## src/common/pwt_regs.vh

```
// Register map, field positions and reset values of the eight-channel PWM timer.
// Assumes the includer uses an 8-bit data port and a 6-bit register address.
`ifndef PWT_REGS_VH
`define PWT_REGS_VH

// Control registers
`define PWT_A_ENABLE     6'h00
`define PWT_A_POLARITY   6'h01
`define PWT_A_ALIGN      6'h02
`define PWT_A_CLKSEL_LO  6'h03
`define PWT_A_CLKSEL_HI  6'h04
`define PWT_A_CONCAT     6'h05
`define PWT_A_PRESCALE   6'h06
`define PWT_A_SCALE_A    6'h07
`define PWT_A_SCALE_B    6'h08
`define PWT_A_SHUTDOWN   6'h09
`define PWT_A_OUTPUT     6'h0A

// Per-channel groups: ADDR[5:3] picks the group, ADDR[2:0] the channel
`define PWT_GRP_F        5:3
`define PWT_IDX_F        2:0
`define PWT_GRP_PERIOD   3'h2
`define PWT_GRP_DUTY     3'h3
`define PWT_GRP_COUNT    3'h4

// Fields
`define PWT_PRE_A_F      2:0
`define PWT_PRE_B_F      6:4
`define PWT_SD_FLAG      0
`define PWT_SD_LEVEL     1
`define PWT_SD_INEN      2
`define PWT_SD_FORCE     3

// Clock source codes
`define PWT_SRC_A        2'h0
`define PWT_SRC_B        2'h1
`define PWT_SRC_SA       2'h2
`define PWT_SRC_SB       2'h3

// Reset values and constants
`define PWT_RST_BYTE     8'h00
`define PWT_RST_PERIOD   8'hFF
`define PWT_RST_DUTY     8'h00
`define PWT_ONES         8'hFF
`define PWT_ONE16        16'h0001
`define PWT_ZERO16       16'h0000
`define PWT_ONE17        17'h00001

`endif

```

## src/logic/pwt_top.v

```verilog
// Eight-channel PWM timer: register port, clock sources, counters, outputs.
// Assumes all inputs are synchronous to SYS_CLK and the register port
// strobes are one cycle long and never both high at once.
//
// Contract
// - Eight channels, 8-bit resolution, each with its own dedicated counter.
// - Each channel repeats its waveform continuously without software help.
// - Pairs 7:6, 5:4, 3:2, 1:0 can join into one 16-bit channel.
// - Any mix of joined and single pairs: 8/0 through 0/4.
// - Programmable period and duty; duty spans zero to full hundred percent except at maximum period in centre mode.
// - Polarity selectable per channel.
// - Left or centre alignment selectable per channel.
// - Enable per channel; disabled channel stops its waveform.
// - Period and duty buffered; applied at counter zero or while disabled.
// - Four clock sources: A, B and scaled versions of each.
`timescale 1ns/1ps
`include "pwt_regs.vh"

module pwt_top (
  input  wire       SYS_CLK,
  input  wire       RST_N,
  input  wire [5:0] ADDR,
  input  wire [7:0] WDATA,
  input  wire       WR,
  input  wire       RD,
  input  wire       SHUTDOWN_IN,
  output reg  [7:0] RDATA,
  output reg  [7:0] PWM_OUT
);

  reg  [7:0]  enable;
  reg  [7:0]  polarity;
  reg  [7:0]  align;
  reg  [7:0]  clksel_lo;
  reg  [7:0]  clksel_hi;
  reg  [3:0]  concat;
  reg  [7:0]  prescale;
  reg  [7:0]  scale_a;
  reg  [7:0]  scale_b;
  reg         sd_flag;
  reg         sd_level;
  reg         sd_inen;
  reg  [63:0] per_buf;
  reg  [63:0] duty_buf;
  reg  [63:0] per_act;
  reg  [63:0] duty_act;
  reg  [7:0]  pre_cnt;
  reg  [7:0]  sa_cnt;
  reg  [7:0]  sb_cnt;
  reg  [7:0]  next_rdata;
  wire [15:0] clksel;
  wire [7:0]  mask_a;
  wire [7:0]  mask_b;
  wire        ce_a;
  wire        ce_b;
  wire        ce_sa;
  wire        ce_sb;
  wire [3:0]  ce_src;
  wire [7:0]  tick;
  wire [7:0]  load;
  wire [7:0]  next_out;
  wire [63:0] cnt_rd;
  wire [127:0] cnt_all;
  wire        sd_set;
  wire        sd_clr;
  integer     k;

  assign clksel = {clksel_hi, clksel_lo};

  // Primary sources divide SYS_CLK by a power of two from a free prescaler
  assign mask_a = ~(`PWT_ONES << prescale[`PWT_PRE_A_F]);
  assign mask_b = ~(`PWT_ONES << prescale[`PWT_PRE_B_F]);
  assign ce_a   = (pre_cnt & mask_a) == mask_a;
  assign ce_b   = (pre_cnt & mask_b) == mask_b;
  // Scaled sources pulse once every scale count of their primary; zero means 256
  assign ce_sa  = ce_a && (sa_cnt == `PWT_RST_BYTE);
  assign ce_sb  = ce_b && (sb_cnt == `PWT_RST_BYTE);
  assign ce_src = {ce_sb, ce_sa, ce_b, ce_a};

  // Prescaler and scalers run free so channels sharing a source stay in step
  always @(posedge SYS_CLK or negedge RST_N) begin
    if (!RST_N) begin
      pre_cnt <= `PWT_RST_BYTE;
      sa_cnt  <= `PWT_RST_BYTE;
      sb_cnt  <= `PWT_RST_BYTE;
    end else begin
      pre_cnt <= pre_cnt + 8'h01;
      if (ce_a) begin
        sa_cnt <= (sa_cnt == `PWT_RST_BYTE) ? scale_a - 8'h01 : sa_cnt - 8'h01;
      end
      if (ce_b) begin
        sb_cnt <= (sb_cnt == `PWT_RST_BYTE) ? scale_b - 8'h01 : sb_cnt - 8'h01;
      end
    end
  end

  // Shutdown flag: a new trip in the clearing cycle wins over the clear
  assign sd_set = (sd_inen && SHUTDOWN_IN) ||
                  (WR && ADDR == `PWT_A_SHUTDOWN && WDATA[`PWT_SD_FORCE]);
  assign sd_clr = WR && ADDR == `PWT_A_SHUTDOWN && WDATA[`PWT_SD_FLAG];

  // Register writes; period and duty land in the buffers only
  always @(posedge SYS_CLK or negedge RST_N) begin
    if (!RST_N) begin
      enable    <= `PWT_RST_BYTE;
      polarity  <= `PWT_RST_BYTE;
      align     <= `PWT_RST_BYTE;
      clksel_lo <= `PWT_RST_BYTE;
      clksel_hi <= `PWT_RST_BYTE;
      concat    <= 4'h0;
      prescale  <= `PWT_RST_BYTE;
      scale_a   <= `PWT_RST_BYTE;
      scale_b   <= `PWT_RST_BYTE;
      sd_flag   <= 1'b0;
      sd_level  <= 1'b0;
      sd_inen   <= 1'b0;
      per_buf   <= {8{`PWT_RST_PERIOD}};
      duty_buf  <= {8{`PWT_RST_DUTY}};
    end else begin
      sd_flag <= sd_set || (sd_flag && !sd_clr);
      if (WR) begin
        case (ADDR)
          `PWT_A_ENABLE:    enable    <= WDATA;
          `PWT_A_POLARITY:  polarity  <= WDATA;
          `PWT_A_ALIGN:     align     <= WDATA;
          `PWT_A_CLKSEL_LO: clksel_lo <= WDATA;
          `PWT_A_CLKSEL_HI: clksel_hi <= WDATA;
          `PWT_A_CONCAT:    concat    <= WDATA[3:0];
          `PWT_A_PRESCALE:  prescale  <= WDATA;
          `PWT_A_SCALE_A:   scale_a   <= WDATA;
          `PWT_A_SCALE_B:   scale_b   <= WDATA;
          `PWT_A_SHUTDOWN: begin
            sd_level <= WDATA[`PWT_SD_LEVEL];
            sd_inen  <= WDATA[`PWT_SD_INEN];
          end
          default: begin
            if (ADDR[`PWT_GRP_F] == `PWT_GRP_PERIOD) begin
              per_buf[8*ADDR[`PWT_IDX_F] +: 8] <= WDATA;
            end
            if (ADDR[`PWT_GRP_F] == `PWT_GRP_DUTY) begin
              duty_buf[8*ADDR[`PWT_IDX_F] +: 8] <= WDATA;
            end
          end
        endcase
      end
    end
  end

  // Buffered values go live at end of period or while the channel is idle
  always @(posedge SYS_CLK or negedge RST_N) begin
    if (!RST_N) begin
      per_act  <= {8{`PWT_RST_PERIOD}};
      duty_act <= {8{`PWT_RST_DUTY}};
    end else begin
      for (k = 0; k < 8; k = k + 1) begin
        if (load[k]) begin
          per_act[8*k +: 8]  <= per_buf[8*k +: 8];
          duty_act[8*k +: 8] <= duty_buf[8*k +: 8];
        end
      end
    end
  end

  // One counter per channel; a joined pair runs on the odd channel's counter
  genvar i;
  generate
    for (i = 0; i < 8; i = i + 1) begin : g_chan
      localparam integer LO = (i / 2) * 2;
      localparam integer HI = LO + 1;
      localparam integer ODD = i % 2;
      wire        wide = concat[i/2];
      // The even half of a joined pair idles; the odd half owns the pin
      wire        run  = enable[i] && !(wide && ODD == 0);
      wire [15:0] per  = wide ? {per_act[8*HI +: 8], per_act[8*LO +: 8]}
                              : {8'h00, per_act[8*i +: 8]};
      wire [15:0] duty = wide ? {duty_act[8*HI +: 8], duty_act[8*LO +: 8]}
                              : {8'h00, duty_act[8*i +: 8]};
      wire        ce   = ce_src[clksel[2*i +: 2]];
      reg  [15:0] cnt;
      reg         down;
      wire        last_left = ({1'b0, cnt} + `PWT_ONE17) >= {1'b0, per};
      wire        last_ctr  = down && (cnt <= `PWT_ONE16);
      wire        wrap = (per == `PWT_ZERO16) || (align[i] ? last_ctr : last_left);
      // Full duty when duty reaches period in left mode or exceeds it in centre mode, none when duty is zero
      wire        active = cnt < duty;

      assign tick[i] = !run || (ce && wrap);
      assign load[i] = wide ? tick[HI] : tick[i];
      assign next_out[i] = !run ? !polarity[i] :
                           sd_flag ? sd_level :
                           (active ? polarity[i] : !polarity[i]);
      // Counters gathered in one bus so the even half of a pair can read its partner
      assign cnt_all[16*i +: 16] = cnt;
      assign cnt_rd[8*i +: 8] = (wide && ODD == 1) ? cnt[15:8] :
                                (wide ? cnt_all[16*HI +: 8] : cnt[7:0]);

      // Left mode counts 0..period-1; centre mode counts up to period and back
      always @(posedge SYS_CLK or negedge RST_N) begin
        if (!RST_N) begin
          cnt  <= `PWT_ZERO16;
          down <= 1'b0;
        end else if (!run) begin
          cnt  <= `PWT_ZERO16;
          down <= 1'b0;
        end else if (ce) begin
          if (wrap) begin
            cnt  <= `PWT_ZERO16;
            down <= 1'b0;
          end else if (!align[i]) begin
            cnt <= cnt + `PWT_ONE16;
          end else if (down) begin
            cnt <= cnt - `PWT_ONE16;
          end else begin
            cnt <= cnt + `PWT_ONE16;
            if (last_left) begin
              down <= 1'b1;
            end
          end
        end
      end
    end
  endgenerate

  // Pins come straight from flops; wide pairs drive the odd pin only
  always @(posedge SYS_CLK or negedge RST_N) begin
    if (!RST_N) begin
      PWM_OUT <= `PWT_RST_BYTE;
    end else begin
      PWM_OUT <= next_out;
    end
  end

  // Read mux; unmapped addresses read zero
  always @* begin
    next_rdata = `PWT_RST_BYTE;
    case (ADDR)
      `PWT_A_ENABLE:    next_rdata = enable;
      `PWT_A_POLARITY:  next_rdata = polarity;
      `PWT_A_ALIGN:     next_rdata = align;
      `PWT_A_CLKSEL_LO: next_rdata = clksel_lo;
      `PWT_A_CLKSEL_HI: next_rdata = clksel_hi;
      `PWT_A_CONCAT:    next_rdata = {4'h0, concat};
      `PWT_A_PRESCALE:  next_rdata = prescale;
      `PWT_A_SCALE_A:   next_rdata = scale_a;
      `PWT_A_SCALE_B:   next_rdata = scale_b;
      `PWT_A_SHUTDOWN:  next_rdata = {5'h00, sd_inen, sd_level, sd_flag};
      `PWT_A_OUTPUT:    next_rdata = PWM_OUT;
      default: begin
        if (ADDR[`PWT_GRP_F] == `PWT_GRP_PERIOD) begin
          next_rdata = per_buf[8*ADDR[`PWT_IDX_F] +: 8];
        end else if (ADDR[`PWT_GRP_F] == `PWT_GRP_DUTY) begin
          next_rdata = duty_buf[8*ADDR[`PWT_IDX_F] +: 8];
        end else if (ADDR[`PWT_GRP_F] == `PWT_GRP_COUNT) begin
          next_rdata = cnt_rd[8*ADDR[`PWT_IDX_F] +: 8];
        end
      end
    endcase
  end

  // Read data stands for one cycle after the strobe, zero otherwise
  always @(posedge SYS_CLK or negedge RST_N) begin
    if (!RST_N) begin
      RDATA <= `PWT_RST_BYTE;
    end else begin
      RDATA <= RD ? next_rdata : `PWT_RST_BYTE;
    end
  end

endmodule

```

## config.mk

```make
export PLATFORM = sky130hd
export DESIGN_NAME = pwt_top
export DESIGN_NICKNAME = d
export VERILOG_FILES = /design/src/logic/pwt_top.v
export VERILOG_INCLUDE_DIRS = /design/src /design/src/common
export SDC_FILE = /design/constraint.sdc
export NUM_CORES = 2
export LEC_CHECK = 0
export ABC_AREA = 1
export CAP_MARGIN = 10
export CORE_ASPECT_RATIO = 1.4
export CORE_MARGIN = 8
export CORE_UTILIZATION = 25
export CTS_BUF_LIST = sky130_fd_sc_hd__clkbuf_16
export DETAILED_ROUTE_END_ITERATION = 7
export DONT_BUFFER_PORTS = 1
export GPL_TIMING_DRIVEN = 0
export PLACE_DENSITY = 0.41
export SETUP_SLACK_MARGIN = 0.3
export SLEW_MARGIN = 20
export SYNTH_ARGS = -nofsm -noshare
export SYNTH_HDL_FRONTEND = slang
export SYNTH_SLANG_ARGS = --single-unit
```

## constraint.sdc

```tcl
create_clock -name SYS_CLK -period 5.9 [get_ports SYS_CLK]
set_input_delay 0.59 -clock SYS_CLK [delete_from_list [all_inputs] [get_ports SYS_CLK]]
set_output_delay 0.59 -clock SYS_CLK [all_outputs]
set_load 0.03 [all_outputs]
```

==> impl_results.md <==
- CP required: 6.45 ns
- GPL Wtd Cong: between 0.9 and 1
- Synth async-reset ratio: 1.00
- DR pass1 iterations: 6
- Fin. Hold Viols: 0
- Core Box Area: 148000 sq um
- Final Skew: 0.0429 ns
- CTS tree: done
- Placed cell area: 39700 sq um
- Post-Syn Nets: 5528
- Leakage power: 0.0197 uW
- Number of enable flip-flop cells after synthesis: 0
- Worst-margin pin slew: 1.15 ns
- Vias in the first global route: 35801
- Clock Tree Root: clkbuf_16
- Element type at the critical path end: register
- Number of routed nets with antenna violations: 0
- WL/cell: 22.8 um
- Setup bufs post-CTS: 0
- Largest net degree at the start of global routing: 503
- Max FO, Critical Path: 10
- Top area cells in the synthesized netlist: dfrtp_1 (25%), nand2_1 (14%), ha_1 (9.4%)
- Top-count cell post-synth: nand2_1
- Initial Utilization: 0.252
- Synthesis-to-layout area growth: 12.1%
- Die height: 473 um
- WHS: 0.0720 ns
- Die span in x: 342 um
- Crit path max-delay cell type: buf_1
- # setup viols final: 0
- CTS sink cnt: 502
- Worst vdd ir: 0.226 mV
- Tcrit/Tclk final: 0.729
- Die area: between 150000 and 200000 sq um
- Iteration-0 DRC count of the detailed router: 2491
- Max Cap Violations: 0
- # port buffers: 0
- Fin area: 41800 sq um
- Sequential fraction of the synthesis area: 0.341
- Post-synth top flop: dfrtp_1
- Share of the synthesized area in the top cell type: 0.251
- Number of clock buffers inserted by TritonCTS: 58
- Placed wire-length estimate: ~130 mm
- Longest Clk Path Bufs: 3
- # resized after CTS: 0
- CP dominant cell by count: nand2_1
- Avg Cell Area, Syn: 7.13 sq um
- HP Class: input port to register
- DRC violations left: 0
- Layout cells sized above 1: 0.0867
- GRT Resource Usage Total: 0.199
- Min Clock Period, post-route: 4.30 ns
- Run status: completed
- Final setup TNS: 0 ns
- H-Tree Depth: 2
- Worst EP arrival: 4.85 ns
- Total Wirelength: ~170 mm
- PD cells: around 260 nW/um^2
- Slowest Stage Delay on Critical Path: 0.70 ns
- Synth warnings: 0
- Final net count: 5593
- I/O pin cnt: 35
- Initial antenna violation count: 7
- Cell Chain, Critical Path: buf_6, buf_2, buf_2, buf_1, clkbuf_1, nand2_1, ha_1, nand2_1, nand2_1, nand2_1, nand2_1, a21oi_1, nand2_1, nand2_1, nand2_1, nand2_1, nand3_1, nand2_1, nand3_1, inv_2, nand2_1, o21ai_0
- Grt total ovfl: 0
- Area of the mapped netlist: about 37000 sq um
- Final total power: 11000 uW
- Largest area contributor in the netlist: dfrtp_1
- Commonest cells post-synth: nand2_1 (1414), inv_1 (556), o21ai_0 (535)
- Via count: 36519
- Worst setup SP type: register
- Critical path type: register to register
- RSZ-0062 raised after global routing: no
- Worst-Skew Late Latency: 0.69 ns
- Core Rows: ~170
- Final Max Tran Viols: 0
- Gate Count Post-Synth: 5229
- Worst-path clk slew: 0.06 ns
- Seq cells post-synth: 502
- Max Clk Rate: 232 MHz
- Relative slew slack: 0.231
- Post-synth cell types: 60
- First-pass GRT wire length: 243 mm
- Vias per cell: 5.01
-- critical path: cells and delay by family (launching register included) --
kind            cells  cell delay [ns]
flops               1             0.34
fa+ha+maj           1             0.35
simple gates       13             1.31
buf+inv             6             1.97
compound gates      2             0.22
-- area by class of cell --
class	instances	area, sq um
Antenna cell	3	7.51
Buffer	205	1050
Clock buffer	59	1480
Clock inverter	50	485
Fill cell	16521	106000
Inverter	592	2220
Multi-Input combinational cell	3930	21300
Sequential cell	502	12700
Tap cell	1943	2430
Timing Repair Buffer	5	120
-- cells by family after synthesis --
family | synth area share
AND/OR/NAND/NOR | 0.279
AO/OA/AOI/OAI | 0.168
buffers and inverters | 0.0878
flip-flops | 0.341
adder cells (fa/ha/maj) | 0.0940
XOR/XNOR | 0.0305
-- power by group --
group,leakage (uW),switching (uW),internal (uW)
Clock,0.00101,1690,2210
Sequential,0.00638,402,3800
Combinational,0.0123,2010,837
Total,0.0197,4100,6850
-- final timing paths --
check                             from                 to  slack (ns)  cells after the start
max                          concat[2]   g_chan[4].cnt[5]        1.60                     22
min                        SHUTDOWN_IN            sd_flag        0.07                      2
max reg2reg                  concat[2]   g_chan[4].cnt[5]        1.60                     22
min reg2reg                per_act[34]        per_act[34]        0.47                      2
max in group asynchronous        RST_N   g_chan[1].cnt[8]        3.52                      4
min in group asynchronous        RST_N  g_chan[2].cnt[14]        0.50                      2
-- through the flow --
stage	setup WS, ns	instances	util
after floorplan	2.73	5229	-
after global placement	1.31	7172	0.268
after detailed placement	1.25	7172	0.268
after CTS	1.57	7281	0.282
after global routing	1.20	7287	0.283
final	1.60	7289	0.283
-- sequential cells by signal, indices dropped and copies added, names as in the netlist, 8 cells and up --
name         count
g_chan.cnt     128
duty_act        64
duty_buf        64
per_act         64
per_buf         64
PWM_OUT          8
RDATA            8
align            8
clksel_hi        8
clksel_lo        8
enable           8
g_chan.down      8
polarity         8
prescale         8
sa_cnt           8
sb_cnt           8
scale_a          8
scale_b          8
-- layout by cell type (no fill, tap or decap), types with 14 or more instances in the layout --
cell type / instances
o211ai_1: 46
nand3_1: 276
nor4_1: 30
dfstp_2: 128
clkbuf_16: 59
xor2_1: 117
o21a_1: 16
buf_6: 19
nor2_2: 14
clkinv_1: 16
o21ai_1: 82
inv_1: 568
nand3b_1: 14
a31oi_1: 15
clkbuf_1: 92
nor2_1: 322
a21oi_1: 303
nand4_1: 136
buf_2: 69
nand2_1: 1414
nand2_2: 25
nand3_2: 15
o22ai_1: 78
o21ai_0: 535
inv_2: 26
nor3_1: 78
dfrtp_1: 374
ha_1: 280
-- metal layers --
layer | part of all wire | GRT usage
met1 | 0.40 | 0.232
met2 | 0.50 | 0.360
met3 | 0.036 | 0.0199
met4 | 0.057 | 0.0983
met5 | 0.000066 | 0
No activity file was read; power rests on OpenSTA's default activity.
